## config.mk

```make
export PLATFORM = sky130hd
export DESIGN_NAME = debug_trigger_unit
export DESIGN_NICKNAME = d
export VERILOG_FILES = /design/src/hdl/trig_pkg.sv /design/src/hdl/trig_if.sv /design/src/hdl/trig_compare.sv /design/src/hdl/debug_trigger_unit.sv
export SDC_FILE = /design/constraint.sdc
export NUM_CORES = 1
export LEC_CHECK = 0
export BUFFER_PORTS_ARGS = -buffer_cell sky130_fd_sc_hd__clkbuf_2
export CORE_AREA = 2 2 214 216
export DETAILED_ROUTE_END_ITERATION = 8
export DIE_AREA = 0 0 216 218
export SLEW_MARGIN = 20
export SYNTH_ARGS = -nofsm -noshare
export SYNTH_HDL_FRONTEND = slang
export SYNTH_SLANG_ARGS = --single-unit
```

## constraint.sdc

```tcl
create_clock -name ref_clk -period 11.2 [get_ports ref_clk]
set_input_delay 2.24 -clock ref_clk [delete_from_list [all_inputs] [get_ports ref_clk]]
set_output_delay 2.24 -clock ref_clk [all_outputs]
set_load 0.01 [all_outputs]
```

## src/hdl/trig_pkg.sv

```systemverilog
// constants and types of the debug trigger unit
package trig_pkg;
  localparam int TRIGGER_COUNT = 4;
  localparam int IDX_W = 2;
  localparam logic [31:0] TRIGGER_COUNT_W = 32'h0000_0004;
  localparam logic [11:0] ADDR_SELECT = 12'h7a0;
  localparam logic [11:0] ADDR_DATA_ONE = 12'h7a1;
  localparam logic [11:0] ADDR_COMPARE = 12'h7a2;
  localparam logic [11:0] ADDR_DATA_THREE = 12'h7a3;
  localparam logic [11:0] ADDR_TYPE_INFO = 12'h7a4;
  localparam logic [3:0] TYPE_ADDR = 4'h6;
  localparam logic [3:0] TYPE_EXC = 4'h5;
  localparam int TYPE_MSB = 31;
  localparam int TYPE_LSB = 28;
  localparam int DMODE_BIT = 27;
  localparam int MATCH_MSB = 10;
  localparam int MATCH_LSB = 7;
  localparam int EXE_BIT = 2;
  localparam int STORE_BIT = 1;
  localparam int LOAD_BIT = 0;
  localparam int NMI_BIT = 10;
  localparam logic [3:0] ACTION_ADDR = 4'h1;
  localparam logic [5:0] ACTION_EXC = 6'h01;
  localparam logic [31:0] SELECT_RESET = 32'h0000_0000;
  localparam logic [31:0] COMPARE_RESET = 32'h0000_0000;
  localparam logic [31:0] ADDR_CTRL_RESET = 32'h6800_1044;
  localparam logic [31:0] EXC_CTRL_RESET = 32'h5800_0201;
  localparam logic [31:0] TINFO_SUPPORTED = 32'h0000_0060;
  localparam logic [31:0] TINFO_ABSENT = 32'h0000_0001;
  typedef enum logic [3:0] {
    MATCH_EQ = 4'h0,
    MATCH_GE = 4'h2,
    MATCH_LT = 4'h3
  } match_mode_type;
endpackage

```

## src/hdl/trig_if.sv

```systemverilog
// settings of one trigger and its hit, between unit and comparator
`timescale 1ns/10ps
interface trig_if;
  import trig_pkg::*;
  logic type_exc;
  match_mode_type match_mode;
  logic en_exe;
  logic en_store;
  logic en_load;
  logic nmi_en;
  logic [31:0] compare;
  logic hit;
  modport cfg (output type_exc, match_mode, en_exe, en_store, en_load, nmi_en, compare,
    input hit);
  modport cmp (input type_exc, match_mode, en_exe, en_store, en_load, nmi_en, compare,
    output hit);
endinterface

```

## src/hdl/trig_compare.sv

```systemverilog
// comparator of one trigger against core events
`timescale 1ns/10ps
module trig_compare (
  trig_if.cmp t,
  input wire logic active,
  input wire logic exec_valid,
  input wire logic [31:0] exec_addr,
  input wire logic store_valid,
  input wire logic [31:0] store_addr,
  input wire logic load_valid,
  input wire logic [31:0] load_addr,
  input wire logic exc_valid,
  input wire logic [4:0] exc_code,
  input wire logic nmi_valid
);
  import trig_pkg::*;

  function automatic logic addr_match(input logic [31:0] a, input logic [31:0] c,
    input match_mode_type m);
    case (m)
      MATCH_GE: return a >= c;
      MATCH_LT: return a < c;
      default: return a == c;
    endcase
  endfunction

  logic addr_hit;
  logic exc_hit;

  always_comb begin
    addr_hit = (exec_valid & t.en_exe & addr_match(exec_addr, t.compare, t.match_mode))
      | (store_valid & t.en_store & addr_match(store_addr, t.compare, t.match_mode))
      | (load_valid & t.en_load & addr_match(load_addr, t.compare, t.match_mode));
    exc_hit = (exc_valid & t.compare[exc_code]) | (nmi_valid & t.nmi_en);
  end

  assign t.hit = active & (t.type_exc ? exc_hit : addr_hit);
endmodule

```

## src/hdl/debug_trigger_unit.sv

```systemverilog
// debug trigger unit: trigger registers, csr access and debug entry
`timescale 1ns/10ps
// How it works
// - select register picks trigger shown in data registers
// - select above count stores count minus one, count itself kept
// - type field six address match, five exception
// - lower bits laid out by stored type
// - debug only write bit reads one
// - data registers writable only in debug mode
// - match modes equal, greater-equal, less-than only
// - execute, store, load enables match independently
// - address trigger breaks before, action one
// - machine bit one, chain hit lower-privilege zero
// - exception trigger fires on nmi when enabled
// - exception machine bit one, action one
// - second data register holds compare or codes
// - third data register reads zero, ignores writes
// - info field one bit per supported type
// - existing trigger reports types five and six
// - missing trigger reports info value one
module debug_trigger_unit (
  input wire logic ref_clk,
  input wire logic rst,
  input wire logic csr_valid,
  input wire logic csr_write,
  input wire logic [11:0] csr_addr,
  input wire logic [31:0] csr_wdata,
  input wire logic debug_mode,
  input wire logic machine_mode,
  input wire logic exec_valid,
  input wire logic [31:0] exec_addr,
  input wire logic store_valid,
  input wire logic [31:0] store_addr,
  input wire logic load_valid,
  input wire logic [31:0] load_addr,
  input wire logic exc_valid,
  input wire logic [4:0] exc_code,
  input wire logic nmi_valid,
  output logic csr_done,
  output logic csr_error,
  output logic [31:0] csr_rdata,
  output logic debug_enter,
  output logic [trig_pkg::TRIGGER_COUNT-1:0] trigger_fired
);
  import trig_pkg::*;

  logic [31:0] trigger_select;
  logic [TRIGGER_COUNT-1:0] type_exc;
  logic [TRIGGER_COUNT-1:0] en_exe;
  logic [TRIGGER_COUNT-1:0] en_store;
  logic [TRIGGER_COUNT-1:0] en_load;
  logic [TRIGGER_COUNT-1:0] nmi_en;
  match_mode_type match_mode [TRIGGER_COUNT];
  logic [TRIGGER_COUNT-1:0][31:0] compare;
  logic [TRIGGER_COUNT-1:0] hit;
  logic [IDX_W-1:0] sel_idx;
  logic sel_exists;
  logic sel_type_exc;
  logic [31:0] sel_compare;
  logic priv_ok;
  logic access_ok;
  logic data_we;
  logic active;
  logic [31:0] data_one;
  logic [31:0] next_rdata;

  assign sel_idx = trigger_select[IDX_W-1:0];
  assign sel_exists = trigger_select < TRIGGER_COUNT_W;
  assign sel_type_exc = type_exc[sel_idx];
  assign sel_compare = compare[sel_idx];
  assign priv_ok = debug_mode | machine_mode;
  assign active = machine_mode & ~debug_mode;

  // access check per register
  always_comb begin
    case (csr_addr)
      ADDR_SELECT: access_ok = priv_ok;
      ADDR_DATA_ONE, ADDR_COMPARE, ADDR_DATA_THREE: access_ok = csr_write ? debug_mode : priv_ok;
      ADDR_TYPE_INFO: access_ok = priv_ok & ~csr_write;
      default: access_ok = 1'b0;
    endcase
  end

  assign data_we = csr_valid & csr_write & access_ok & sel_exists;

  // trigger select register
  always_ff @(posedge ref_clk or posedge rst) begin
    if (rst) begin
      trigger_select <= SELECT_RESET;
    end else if (csr_valid & csr_write & access_ok & (csr_addr == ADDR_SELECT)) begin
      if (csr_wdata > TRIGGER_COUNT_W) begin
        trigger_select <= TRIGGER_COUNT_W - 32'h0000_0001;
      end else begin
        trigger_select <= csr_wdata;
      end
    end
  end

  // per trigger registers and comparators
  for (genvar i = 0; i < TRIGGER_COUNT; i++) begin : g_trig
    trig_if link ();
    logic we_i;
    assign we_i = data_we & (sel_idx == IDX_W'(i));

    always_ff @(posedge ref_clk or posedge rst) begin
      if (rst) begin
        type_exc[i] <= 1'b0;
        match_mode[i] <= match_mode_type'(ADDR_CTRL_RESET[MATCH_MSB:MATCH_LSB]);
        en_exe[i] <= ADDR_CTRL_RESET[EXE_BIT];
        en_store[i] <= ADDR_CTRL_RESET[STORE_BIT];
        en_load[i] <= ADDR_CTRL_RESET[LOAD_BIT];
        nmi_en[i] <= EXC_CTRL_RESET[NMI_BIT];
      end else if (we_i & (csr_addr == ADDR_DATA_ONE)) begin
        type_exc[i] <= csr_wdata[TYPE_MSB:TYPE_LSB] == TYPE_EXC;
        if (csr_wdata[TYPE_MSB:TYPE_LSB] == TYPE_EXC) begin
          nmi_en[i] <= csr_wdata[NMI_BIT];
        end else begin
          en_exe[i] <= csr_wdata[EXE_BIT];
          en_store[i] <= csr_wdata[STORE_BIT];
          en_load[i] <= csr_wdata[LOAD_BIT];
          if (csr_wdata[MATCH_MSB:MATCH_LSB] == MATCH_EQ ||
              csr_wdata[MATCH_MSB:MATCH_LSB] == MATCH_GE ||
              csr_wdata[MATCH_MSB:MATCH_LSB] == MATCH_LT) begin
            match_mode[i] <= match_mode_type'(csr_wdata[MATCH_MSB:MATCH_LSB]);
          end
        end
      end
    end

    always_ff @(posedge ref_clk or posedge rst) begin
      if (rst) begin
        compare[i] <= COMPARE_RESET;
      end else if (we_i & (csr_addr == ADDR_COMPARE)) begin
        compare[i] <= csr_wdata;
      end
    end

    assign link.type_exc = type_exc[i];
    assign link.match_mode = match_mode[i];
    assign link.en_exe = en_exe[i];
    assign link.en_store = en_store[i];
    assign link.en_load = en_load[i];
    assign link.nmi_en = nmi_en[i];
    assign link.compare = compare[i];
    assign hit[i] = link.hit;

    trig_compare u_compare (
      .t(link.cmp),
      .active(active),
      .exec_valid(exec_valid),
      .exec_addr(exec_addr),
      .store_valid(store_valid),
      .store_addr(store_addr),
      .load_valid(load_valid),
      .load_addr(load_addr),
      .exc_valid(exc_valid),
      .exc_code(exc_code),
      .nmi_valid(nmi_valid)
    );
  end

  // first data register view by stored type
  always_comb begin
    if (!sel_exists) begin
      data_one = 32'h0000_0000;
    end else if (sel_type_exc) begin
      data_one = {TYPE_EXC, 1'b1, 16'h0000, nmi_en[sel_idx], 1'b1, 3'h0, ACTION_EXC};
    end else begin
      data_one = {TYPE_ADDR, 1'b1, 6'h00, 1'b0, 4'h0, ACTION_ADDR, 1'b0,
        match_mode[sel_idx], 1'b1, 3'h0, en_exe[sel_idx], en_store[sel_idx],
        en_load[sel_idx]};
    end
  end

  // read mux
  always_comb begin
    case (csr_addr)
      ADDR_SELECT: next_rdata = trigger_select;
      ADDR_DATA_ONE: next_rdata = data_one;
      ADDR_COMPARE: next_rdata = sel_exists ? sel_compare : 32'h0000_0000;
      ADDR_DATA_THREE: next_rdata = 32'h0000_0000;
      ADDR_TYPE_INFO: next_rdata = sel_exists ? TINFO_SUPPORTED : TINFO_ABSENT;
      default: next_rdata = 32'h0000_0000;
    endcase
  end

  // csr answer one cycle after the request
  always_ff @(posedge ref_clk or posedge rst) begin
    if (rst) begin
      csr_done <= 1'b0;
      csr_error <= 1'b0;
      csr_rdata <= 32'h0000_0000;
    end else begin
      csr_done <= csr_valid;
      csr_error <= csr_valid & ~access_ok;
      csr_rdata <= (csr_valid & access_ok & ~csr_write) ? next_rdata : 32'h0000_0000;
    end
  end

  // debug entry request towards the controller
  always_ff @(posedge ref_clk or posedge rst) begin
    if (rst) begin
      debug_enter <= 1'b0;
      trigger_fired <= '0;
    end else begin
      debug_enter <= |hit;
      trigger_fired <= hit;
    end
  end

  logic rd_one;
  assign rd_one = csr_valid & ~csr_write & priv_ok & (csr_addr == ADDR_DATA_ONE) & sel_exists;
endmodule

```

* Yosys cells after proc, flatten, opt, wreduce, memory -nomap -nowiden
Index checks and enable logic that the tools add are counted.
** Cells by class
- Bitwise logic cells :: 75
- Reductions and logical operators :: 18
- Multiplexer cells :: 48
- $lt $le $gt $ge :: 29
- Eq/ne operators :: 31
** Operators with widths (number)
- 32-bit equality test :: 12
- 32-bit >= comparator :: 12
- 32-bit less-than comparator :: 12
- 32-bit two-way mux :: 4
- 32-bit case mux with 4 select lines :: 1
- 32-bit binary-select mux with 2-bit select :: 1
- 12-bit by 11-bit equality test with 1-bit output, second input constant :: 5
- 1-bit bitwise AND :: 57
- 4-bit by 2-bit equality test with 1-bit output, second input constant :: 10
- 32-bit by 3-bit greater-than comparator with 1-bit output, second input constant :: 1
- 32-bit by 3-bit less-than comparator with 1-bit output, second input constant :: 1
- 31-bit two-way mux :: 1
- 30-bit two-way mux :: 1
- 1-bit case mux with 2 select lines :: 12
- 1-bit binary-select mux with 5-bit select :: 4
- 2-bit AND reduction :: 8
- 1-bit two-way mux :: 14
- 1-bit bitwise OR :: 13
- 3-bit AND reduction :: 4
- 1-bit binary-select mux with 2-bit select :: 5
- 4-bit binary-select mux with 2-bit select :: 1
- 4-bit two-way mux :: 2
- 7-bit two-way mux :: 1
- 5-bit by 6-bit less-than comparator with 1-bit output, second input constant :: 1
- other kinds (13) :: 18
** Storage, ports and cells
- Input port bits :: 156
- Register bits :: 235
- Output and inout bits :: 39

* Logic depth before layout (Yosys ltp)
Gate-level depths: netlist of the first run.
- Depth after elaboration :: 8
- Mapped depth :: 12

* Modules after synthesis
From an unflattened synthesis of the first run, not the netlist that was laid out.
** Unflattened totals
- Cell total of the unflattened synthesis :: 1971
- Area, all modules :: 20290.7 um2
** By module, submodules not included
- trig_compare :: seq. area each 0.0 um2, instances 4, cells each 321, area each 2539.9 um2
- debug_trigger_unit :: seq. area each 5885.6 um2, instances 1, cells each 687, area each 10131.0 um2

* Worst setup path before layout of the first run
No wires, ideal clock.
- Path kind :: input port to flip-flop
- Start :: in store_addr[14]
- End :: reg debug_enter
- Stages on the path :: 9
- Slack :: 6.487 ns
- Required time :: 11.061 ns
- Arrival time :: 4.574 ns
- Cells stage by stage :: ha_1 nand4_1 or4_1 a21oi_1 a2111oi_0 o2111ai_1 a221oi_1 o41a_1 or4_1
** On the way
- Cells in the longest elaborated chain, start to end :: 8
- Elaborated cells between the ends (all ways) :: 37
** RTL lines
- start, declared :: line debug_trigger_unit.sv:33 : input wire logic [31:0] store_addr,
- 32-bit less-than comparator, or another cell as far along :: line trig_compare.sv:22 : MATCH_LT: return a < c;
- 1-bit case mux with 2 select lines (*) :: line trig_compare.sv:20 : case (m)
- 1-bit bitwise AND (*) :: line trig_compare.sv:32 : | (store_valid & t.en_store & addr_match(store_addr, t.compare, t.match_mode))
- 1-bit bitwise OR (*) :: line trig_compare.sv:32
- 1-bit bitwise OR (*) :: line trig_compare.sv:33 : | (load_valid & t.en_load & addr_match(load_addr, t.compare, t.match_mode));
- 1-bit two-way mux (*) :: line trig_compare.sv:37 : assign t.hit = active & (t.type_exc ? exc_hit : addr_hit);
- 1-bit bitwise AND (*) :: line trig_compare.sv:37
- via g_trig[2].link.hit :: line trig_if.sv:12 : logic hit;
- 4-bit OR reduction (*) :: line debug_trigger_unit.sv:206 : debug_enter <= |hit;
- end signal, assigned :: line debug_trigger_unit.sv:206
- end, declared :: line debug_trigger_unit.sv:42 : output logic debug_enter,
Mark *: on every way through the listed nets, which the timed path passes. The rest lies on a longest branch.
A chain may end at the register's enable or synchronous reset.

* Worst setup path in the final report of the first run
- Start :: in store_addr[5]
- End :: reg debug_enter
The elaborated chain is that of the path after synthesis.

==> impl_metrics.env, run 1 <==
export IMPL_grt_pass1_vias=16772
export IMPL_p_leak_nw=10.05
export IMPL_clock_sinks=235
export IMPL_start_util=0.4431
export IMPL_die_x_um=216
export IMPL_antenna_diode_count=0
export IMPL_hp_start="trigger_select[30]"
export IMPL_max_slew_margin=0.2678
export IMPL_drt_total_wl_um=72450
export IMPL_htreeDepth=1
export IMPL_finalSetupTns_ns=0
export IMPL_insertion_delay_ns=0.53
export IMPL_power_density_mw_per_mm2=88.91
export IMPL_layout_cells_non_filler=2736
export IMPL_tightest_slew_ns=1.088
export IMPL_drt_pass1_iter_count=5
export IMPL_die_y_um=218
export IMPL_worstReg2RegStart="g_trig[2].link.compare[11]"
export IMPL_layout_drive_gt1_share=0.2313
export IMPL_critPathTopFamily="compound AO/OA/AOI/OAI gates"
export IMPL_setup_violations=0
export IMPL_period_minus_slack_ns=5.265
export IMPL_drv_cap=0
export IMPL_crit_type="in -> reg"
export IMPL_report_final_hold_viol_count=0
export IMPL_r2r_setup_slack_ns=7.22
export IMPL_cp_startpoint="store_addr[5]"
export IMPL_port_buffers=194
export IMPL_grt_total_usage=0.3061
export IMPL_max_stage_delay_ns=0.87
export IMPL_syn2layout_area_growth_pct=12.40
export IMPL_cts_buffer_depth=3
export IMPL_setup_worst_path_start_class="primary input"
export IMPL_holdPathStages=1
export IMPL_cts_buffers_inserted=25
export IMPL_arrival_ns=5.65
export IMPL_cts_resized=0
export IMPL_vdd_drop_max_mv=0.09968
export IMPL_synth_cell_type_count=60
export IMPL_hold_class="reg -> reg"
export IMPL_drc_errors=0
export IMPL_rr_worst_depth=11
export IMPL_yosysWarnings=0
export IMPL_vias_per_cell=6.245
export IMPL_antenna_left=0
export IMPL_maxSlewViolCount=0
export IMPL_synth_flop_cell="dfrtp_1"
export IMPL_syn_nets=2476
export IMPL_cts_hold_fix_buffers=0
export IMPL_min_period_over_period=0.4701
export IMPL_cts_setup_buffers=0
export IMPL_dp_cells=2691
export IMPL_end_kind="register"
export IMPL_fin_nets=2658
export IMPL_syn_avg_cell_area_um2=10.28
export IMPL_ios=195
export IMPL_clkTransAtPathRegs_ns=0.06
export IMPL_ctsRootBufferMaster="clkbuf_16"
export IMPL_core_mm2=0.04489
export IMPL_cts_tree="done"
export IMPL_die_area_mm2=0.04709
export IMPL_skew_ns=0.01988
export IMPL_status="complete, no violations"
export IMPL_max_freq_mhz=189.9
export IMPL_row_count=78
export IMPL_dpl_hpwl_um=59760
export IMPL_cpMostUsedCell="o21ai_0"
export IMPL_synth_seq_area_share=0.2958
export IMPL_vias=17087
export IMPL_drt_iter0_markers=1593
export IMPL_rr_endpoint="debug_enter"
export IMPL_yosys_register_bits=235
export IMPL_overflow=0
export IMPL_grt_antenna_before_repair=5
export IMPL_worst_path_buf_inv=1
export IMPL_grt_pass1_wl_um=107200
export IMPL_syn_inst=1936
export IMPL_path_cells="clkbuf_2, ha_1, a21oi_1, o21ai_0, o2bb2ai_1, a2111oi_0, o2111ai_1, o21ai_0, a221oi_1, o41a_1, or4_1"
export IMPL_crit_cells=11
export IMPL_syn_area_mm2=0.01989
export IMPL_cp_slowest_cell="a2111oi_0"
export IMPL_fillCellCount=4178
export IMPL_min_to="trigger_select[30]"
export IMPL_path_max_fanout=4
export IMPL_grt_max_degree=115
export IMPL_cp_required_ns=11.59
export IMPL_wl_per_cell_um=26.48
export IMPL_gp_congestion=1.036
export IMPL_rsz0062_at_grt="false"
export IMPL_synth_edf_count=0
export IMPL_async_flop_share=1.000
-- synth_stat cells (all sizes together) (3+ instances only) --
master / instances / area, µm²
a222oi: 5 / 50.05
o211ai: 20 / 150.1
nand2b: 6 / 37.54
and2: 33 / 206.5
nor3: 24 / 120.1
a31oi: 7 / 43.79
and3: 4 / 25.02
a2111oi: 4 / 35.03
nor3b: 4 / 30.03
a31o: 3 / 26.28
nand2: 145 / 544.3
dfrtp: 231 / 5781
or4b: 4 / 40.04
and4: 3 / 26.28
or3: 3 / 18.77
nor2b: 21 / 131.4
inv: 147 / 551.8
o21ai: 63 / 315.3
a21boi: 4 / 30.03
o211a: 3 / 30.03
nand4: 75 / 469.2
a22oi: 22 / 165.2
buf: 19 / 91.33
mux2: 150 / 1689
o21a: 8 / 60.06
ha: 384 / 4805
mux4: 81 / 1824
a21oi: 187 / 935.9
nor4: 33 / 206.5
dfstp: 4 / 105.1
clkbuf: 34 / 131.4
a21o: 30 / 225.2
or4: 10 / 75.07
nor2: 71 / 266.5
nand3: 44 / 220.2
a211oi: 7 / 52.55
a221oi: 16 / 140.1
o31ai: 3 / 22.52
-- final cells by class --
| type | count | area [µm²] | area share |
|---|---|---|---|
| Multi-Input combinational cell | 1501 | 13250 | 0.5925 |
| Sequential cell | 235 | 5888 | 0.2633 |
| Timing Repair Buffer | 208 | 1076 | 0.04812 |
| Tap cell | 600 | 750.7 | 0.03357 |
| Clock buffer | 38 | 744.5 | 0.03329 |
| Inverter | 147 | 559.3 | 0.02501 |
| Clock inverter | 7 | 93.84 | 0.004197 |
-- worst max path at each step --
stage                        to  slack [ns]
global route        debug_enter        5.77
global placement    debug_enter        5.61
detailed placement  debug_enter        5.51
CTS                 debug_enter        6.04
floorplan              csr_done        2.52
finish              debug_enter        5.94
-- registers in the layout, summed over array words and instances, names as in the netlist --
signal and count:
csr_done 1, csr_error 1, csr_rdata 32, debug_enter 1
g_trig.link.compare 128, g_trig.link.en_exe 4, g_trig.link.en_load 4, g_trig.link.en_store 4
g_trig.link.match_mode 16, g_trig.link.nmi_en 4, g_trig.link.type_exc 4, trigger_fired 4
trigger_select 32
-- through the flow --
stage               total power [mW]  cell area, µm²  worst slack, ns  hold slack (ns)  utilization
CTS                            1.997           22360            6.040           0.5175       0.4981
global placement               1.134           21520            5.606           0.4961       0.4794
finish                         1.988           22360            5.935           0.5171       0.4981
floorplan                      1.027           19890            2.520           0.4720            -
global route                   2.073           22360            5.774           0.5360       0.4981
detailed placement             1.146           21520            5.510           0.5011       0.4794
-- logic make-up after synthesis --
kind of cell               after synthesis  share of synthesized area
AOI/OAI and AO/OA                      401                     0.1233
xor gates and xnor gates                 2                  0.0008807
adders and majority gates              384                     0.2415
buffers and inverters                  200                    0.03893
DFF                                    235                     0.2958
muxes                                  232                     0.1771
and+or+nand+nor                        482                     0.1224
-- placed cells by master, fill, tap and decap left out, types with 7 or more instances in the layout --
master     synthesis  routed
nor3_1            24      24
a31oi_1            7       7
a21o_1            30      30
inv_1            147     146
nor2b_1           21      21
mux4_2            81      81
a22oi_1           22      22
buf_4              1      14
dfrtp_1          231     229
nor2_1            71      70
o211ai_1          20      20
a21oi_1          187     187
nand4_1           75      75
nand3_1           44      43
ha_1             384     384
a221oi_1          16      16
or4_1             10      10
a211oi_1           7       7
o21ai_0           63      63
clkbuf_16          0      25
and2_1            33      33
clkbuf_2           3     194
nand2_1          145     145
o21a_1             8       8
clkbuf_8           0       7
mux2_2           150     150
nor4_1            33      33
-- metal layers --
| metal | GRT usage | vias up | part of all wire |
|---|---|---|---|
| met3 | 0.04575 | 167 | 0.061 |
| met4 | 0.1274 | 8 | 0.048 |
| met5 | 0 | - | 0.00062 |
| met1 | 0.3888 | 8488 | 0.41 |
| li1 | - | 7739 | - |
| met2 | 0.5222 | 685 | 0.48 |
-- power by group --
group / leakage [nW] / internal, mW / switching [mW] / total, mW
Clock: 0.406 / 0.504 / 0.349 / 0.853
Combinational: 6.39 / 0.108 / 0.177 / 0.285
Sequential: 3.25 / 0.849 / 0.000107 / 0.849
Note: power is estimated with default switching activity, not from simulation.
==> run 2: changes to the inputs <==
==> constraint.sdc (replaced) <==
create_clock -name ref_clk -period 5.1 [get_ports ref_clk]
set_input_delay 1.02 -clock ref_clk [delete_from_list [all_inputs] [get_ports ref_clk]]
set_output_delay 1.02 -clock ref_clk [all_outputs]
set_load 0.01 [all_outputs]
==> run 2 against run 1 <==
Effect of this change:
- clock skew is 0.012 ns lower
- cell area is 0.13% lower
- global-route usage is 0.32 points lower
- critical endpoint unchanged
- via count is 1.1% lower
- count of clock-buffer cells in the layout is 1 higher
- final cell count is 0.11% higher
- sequential share of layout area hardly changed
- routed wire length is 0.80% lower
==> impl_metrics.env, run 2 (synthesized netlist as in run 1, its figures left out) <==
export IMPL_status="complete, no violations"
export IMPL_largest_reg_flops=128
export IMPL_gp_congestion=1.002
export IMPL_min_period_over_period=0.8161
export IMPL_critPathTopFamily="compound AO/OA/AOI/OAI gates"
export IMPL_max_stage_delay_ns=0.96
export IMPL_report_final_hold_viol_count=0
export IMPL_worstReg2RegStart="g_trig[2].link.compare[12]"
export IMPL_end_kind="register"
export IMPL_crit_type="in -> reg"
export IMPL_wl_met2_um=35220
export IMPL_rsz0062_at_grt="false"
export IMPL_ios=195
export IMPL_row_count=78
export IMPL_grt_antenna_before_repair=5
export IMPL_dp_slack_ns=0.5486
export IMPL_finalSetupTns_ns=0
export IMPL_cts_tree="done"
export IMPL_reg_top3="g_trig.link.compare: 128 flops, csr_rdata: 32 flops, trigger_select: 32 flops"
export IMPL_syn2layout_area_growth_pct=12.25
export IMPL_hold_class="reg -> reg"
export IMPL_max_freq_mhz=240.3
export IMPL_drc_errors=0
export IMPL_layout_commonest_cell="ha_1"
export IMPL_total_power_mw=4.236
export IMPL_vias_per_cell=6.171
export IMPL_start_util=0.4431
export IMPL_holdPathStages=1
export IMPL_cp_required_ns=5.50
export IMPL_grt_max_degree=116
export IMPL_wl_met3_um=4227
export IMPL_die_area_mm2=0.04709
export IMPL_cts_hold_fix_buffers=0
export IMPL_grt_pass1_vias=16769
export IMPL_die_x_um=216
export IMPL_rr_worst_depth=11
export IMPL_power_frac_comb=0.147
export IMPL_cp_slowest_cell="a2111oi_0"
export IMPL_layout_drive_gt1_share=0.2312
export IMPL_antenna_left=0
export IMPL_utilization=0.4974
export IMPL_power_frac_seq=0.440
export IMPL_htreeDepth=1
export IMPL_die_y_um=218
export IMPL_fillCellCount=4177
export IMPL_setup_worst_path_start_class="primary input"
export IMPL_min_to="trigger_select[27]"
export IMPL_met1_length_um=29280
export IMPL_maxSlewViolCount=0
export IMPL_rr_endpoint="debug_enter"
export IMPL_vias=16902
export IMPL_highest_layer="met5"
export IMPL_p_sw_frac=0.2664
export IMPL_grt_total_usage=0.3029
export IMPL_max_slew_margin=0.2445
export IMPL_skew_ns=0.007991
export IMPL_ctsRootBufferMaster="clkbuf_16"
export IMPL_core_mm2=0.04489
export IMPL_dpl_hpwl_um=59700
export IMPL_hp_start="trigger_select[27]"
export IMPL_wl_per_cell_um=26.24
export IMPL_drv_cap=0
export IMPL_mostFrequentLayoutCells="ha_1 (384), dfrtp_1 (229), clkbuf_2 (194)"
export IMPL_vdd_drop_max_mv=0.1932
export IMPL_grt_pass1_wl_um=105900
export IMPL_placed_area_mm2=0.02155
export IMPL_fin_ws_ns=0.9378
export IMPL_overflow=0
export IMPL_fin_area_mm2=0.02233
export IMPL_cts_buffer_depth=3
export IMPL_p_sw_mw=1.129
export IMPL_clock_power_share=0.412
export IMPL_port_buffers=194
export IMPL_regMostFlops="g_trig.link.compare"
export IMPL_drt_pass1_iter_count=5
export IMPL_p_leak_nw=10.03
export IMPL_arrival_ns=4.56
export IMPL_path_cells="clkbuf_2, ha_1, nand4_1, nor2_1, o2bb2ai_1, a2111oi_0, o2111ai_1, o21ai_0, a221oi_1, o41a_1, or4_1"
export IMPL_path_max_fanout=4
export IMPL_drt_total_wl_um=71870
export IMPL_fin_nets=2659
export IMPL_period_minus_slack_ns=4.162
export IMPL_tightest_slew_ns=1.105
export IMPL_cts_setup_buffers=0
export IMPL_clkTransAtPathRegs_ns=0.06
export IMPL_insertion_delay_ns=0.52
export IMPL_drt_iter0_markers=1348
export IMPL_cts_buffers_inserted=24
export IMPL_setup_violations=0
export IMPL_r2r_setup_slack_ns=1.00
export IMPL_worst_path_buf_inv=1
export IMPL_p_int_mw=3.108
export IMPL_power_density_mw_per_mm2=189.7
export IMPL_cts_resized=0
export IMPL_clock_sinks=235
-- run 2: cell types whose count changed in the layout (fill, tap and decap cells not counted), sizes merged --
cell,before,now
bufinv,2,0
clkinv,2,4
buf,14,16
inv,148,146
clkbuf,232,233
diode,0,2
-- run 2: worst max-delay path by stage --
stage                        to  cells past startpoint           start  slack (ns)
floorplan              csr_done                      1             rst        1.01
global placement    debug_enter                     11   store_addr[5]        0.73
detailed placement  debug_enter                     11   store_addr[9]        0.55
CTS                 debug_enter                     11   store_addr[9]        1.11
global route        debug_enter                     11  store_addr[15]        0.90
finish              debug_enter                     11  store_addr[15]        0.94
-- run 2: stage by stage --
stage / hold WS [ns] / cells
after global routing: 0.5321 / 2737
after global placement: 0.4949 / 2693
after detailed placement: 0.4998 / 2693
after floorplan: 0.4720 / 1936
final: 0.5154 / 2739
after CTS: 0.5163 / 2737
-- run 2: layout make-up --
type | instances | area, µm² | share of cell area
Inverter | 147 | 555.5 | 0.02488
Timing Repair Buffer | 210 | 1104 | 0.04942
Multi-Input combinational cell | 1501 | 13250 | 0.5933
Antenna cell | 2 | 5.005 | 0.0002241
Clock inverter | 5 | 31.28 | 0.001401
Clock buffer | 39 | 748.2 | 0.03351
Tap cell | 600 | 750.7 | 0.03362
Sequential cell | 235 | 5888 | 0.2637
-- run 2: power by group through the flow --
stage | Combinational, mW | Clock (mW) | Sequential (mW)
after floorplan | 0.354 | 0 | 1.90
after global placement | 0.589 | 0 | 1.90
after detailed placement | 0.615 | 0 | 1.90
after CTS | 0.619 | 1.78 | 1.86
after global routing | 0.707 | 1.85 | 1.86
final | 0.624 | 1.75 | 1.87
-- run 2: routing by layer --
layer | GRT usage | up-vias
li1 | - | 7761
met1 | 0.3837 | 8309
met2 | 0.5288 | 679
met3 | 0.03863 | 147
met4 | 0.1142 | 6
met5 | 0 | -
==> run 3: changes to the inputs <==
--- a/config.mk
+++ b/config.mk
@@ -9,6 +9,7 @@
 export CORE_AREA = 2 2 214 216
 export DETAILED_ROUTE_END_ITERATION = 8
 export DIE_AREA = 0 0 216 218
+export PLACE_DENSITY = 0.65
 export SLEW_MARGIN = 20
 export SYNTH_ARGS = -nofsm -noshare
 export SYNTH_HDL_FRONTEND = slang
==> constraint.sdc (replaced) <==
create_clock -name ref_clk -period 3.7 [get_ports ref_clk]
set_input_delay 0.74 -clock ref_clk [delete_from_list [all_inputs] [get_ports ref_clk]]
set_output_delay 0.74 -clock ref_clk [all_outputs]
set_load 0.01 [all_outputs]
==> run 3 against run 2 <==
Effect of this change:
- combinational power up 43%
- flip-flop and latch count unchanged
- total power up 40%
- sequential power up 37%
- die area unchanged
- routed wire length up 0.87%
- clock skew up 0.017 ns
- clock power up 40%
- register-to-register slack worse by 0.85 ns
- sequential share of layout area down 0.53 points
- critical path type is now reg -> reg
- highest routed layer unchanged
==> impl_metrics.env, run 3 (synthesized netlist as in run 1, its figures left out) <==
export IMPL_status="complete, no violations"
export IMPL_rr_worst_depth=13
export IMPL_grt_pass1_vias=17231
export IMPL_hold_slack_ns=0.1263
export IMPL_row_count=78
export IMPL_period_minus_slack_ns=3.551
export IMPL_vias=17211
export IMPL_port_buffers=194
export IMPL_cts_buffers_inserted=25
export IMPL_cp_required_ns=4.10
export IMPL_p_leak_nw=10.30
export IMPL_largest_reg_flops=128
export IMPL_setup_violations=0
export IMPL_cts_hold_fix_buffers=0
export IMPL_layout_drive_gt1_share=0.2540
export IMPL_grt_pass1_wl_um=107200
export IMPL_syn2layout_area_growth_pct=14.60
export IMPL_setup_worst_path_start_class="register"
export IMPL_reg_top3="g_trig.link.compare: 128 flops, csr_rdata: 32 flops, trigger_select: 32 flops"
export IMPL_grt_total_usage=0.3060
export IMPL_grt_max_degree=108
export IMPL_tightest_slew_ns=0.8871
export IMPL_cp_startpoint="g_trig[2].link.compare[13]"
export IMPL_report_final_hold_viol_count=0
export IMPL_drt_iter0_markers=1273
export IMPL_overflow=0
export IMPL_rr_endpoint="debug_enter"
export IMPL_cts_tree="done"
export IMPL_path_cells="inv_2, buf_4, ha_1, nand4_1, nor3_1, a21boi_1, o41ai_2, buf_4, nand3_1, o21ai_0, a221oi_1, o41a_1, or4_1"
export IMPL_gp_congestion=1.037
export IMPL_ios=195
export IMPL_max_slew_margin=0.4074
export IMPL_dpl_hpwl_um=60340
export IMPL_drv_cap=0
export IMPL_hold_class="in -> async"
export IMPL_rsz0062_at_grt="false"
export IMPL_maxSlewViolCount=0
export IMPL_finalSetupTns_ns=0
export IMPL_cp_slowest_cell="o41ai_2"
export IMPL_r2r_setup_slack_ns=0.15
export IMPL_critPathTopFamily="compound AO/OA/AOI/OAI gates"
export IMPL_regMostFlops="g_trig.link.compare"
export IMPL_antenna_left=0
export IMPL_clkTransAtPathRegs_ns=0.06
export IMPL_cts_buffer_depth=3
export IMPL_layout_commonest_cell="ha_1"
export IMPL_worstReg2RegStart="g_trig[2].link.compare[13]"
export IMPL_power_density_mw_per_mm2=259.4
export IMPL_htreeDepth=1
export IMPL_vias_per_cell=6.175
export IMPL_fin_nets=2707
export IMPL_die_x_um=216
export IMPL_skew_ns=0.02515
export IMPL_core_mm2=0.04489
export IMPL_grt_antenna_before_repair=8
export IMPL_insertion_delay_ns=0.54
export IMPL_crit_type="reg -> reg"
export IMPL_max_freq_mhz=281.6
export IMPL_start_util=0.4431
export IMPL_die_y_um=218
export IMPL_drc_errors=0
export IMPL_cpMostUsedCell="buf_4"
export IMPL_max_stage_delay_ns=0.51
export IMPL_utilization=0.5079
export IMPL_mostFrequentLayoutCells="ha_1 (383), dfrtp_1 (227), clkbuf_2 (194)"
export IMPL_min_period_over_period=0.9598
export IMPL_wl_per_cell_um=26.01
export IMPL_crit_cells=13
export IMPL_vdd_drop_max_mv=0.2976
export IMPL_arrival_ns=3.95
export IMPL_setup_worst_path_end="debug_enter"
export IMPL_fillCellCount=4137
export IMPL_worst_path_buf_inv=3
export IMPL_end_kind="register"
export IMPL_path_max_fanout=4
export IMPL_clock_sinks=235
export IMPL_die_area_mm2=0.04709
export IMPL_drt_total_wl_um=72500
export IMPL_ctsRootBufferMaster="clkbuf_16"
export IMPL_multi_input_area_mm2=0.01330
export IMPL_drt_pass1_iter_count=8
export IMPL_register_area_mm2=0.005891
-- run 3: final cells by class --
class                   count  area share
multi-input cells        1501      0.5835
flip-flops and latches    235      0.2584
repair buffers            257     0.06607
well taps                 600     0.03293
clock buffers              36     0.03232
inverters                 147     0.02437
clock inverters             9    0.002250
diodes                      2   0.0002195
-- run 3: power by group --
| part | total [mW] | switching [mW] | leakage (nW) | internal [mW] |
|---|---|---|---|---|
| Clock | 2.45 | 1.07 | 0.395 | 1.38 |
| Sequential | 2.57 | 0.000270 | 3.24 | 2.57 |
| Combinational | 0.890 | 0.538 | 6.66 | 0.353 |
-- run 3: what timing repair did --
action	4_1_cts	5_1_grt
endpoints found under the hold margin	0	0
pin swaps	0	2
resized for setup	3	10
setup buffers	0	1
endpoints found under the setup margin	1	1
-- run 3: how the worst min path moves through the flow --
stage	from	slack, ns	end
floorplan	trigger_select[2]	0.47	trigger_select[2]
global placement	trigger_select[29]	0.49	trigger_select[29]
detailed placement	trigger_select[6]	0.50	trigger_select[6]
CTS	rst	0.12	csr_rdata[27]
global route	rst	0.13	csr_rdata[27]
finish	rst	0.13	csr_rdata[23]
-- run 3: per-stage QoR --
stage               total power [mW]  worst slack, ns  cell area [µm²]  cells
finish                         5.915           0.1489            22800   2787
global route                   6.153         0.009745            22790   2785
CTS                            5.931          0.02624            22740   2784
detailed placement             3.489          -0.3719            21940   2739
global placement               3.450          -0.2850            21940   2739
floorplan                      3.109          -0.1146            19900   1936
-- run 3: per-layer routing --
layer,share of wire,global-route usage,vias up,wire length (µm)
met1,0.39,0.3715,8491,28170
met2,0.49,0.5348,686,35540
li1,-,-,7837,-
met5,0.00098,0,-,71
met3,0.069,0.05091,185,5004
met4,0.051,0.1358,12,3714
-- run 3: worst reg2reg max path: stages, from the launching register on --
cell	delay [ns]
dfrtp_2	0.42
inv_2	0.08
buf_4	0.15
ha_1	0.28
nand4_1	0.15
nor3_1	0.12
a21boi_1	0.17
o41ai_2	0.51
buf_4	0.21
nand3_1	0.14
o21ai_0	0.18
a221oi_1	0.10
o41a_1	0.39
or4_1	0.51
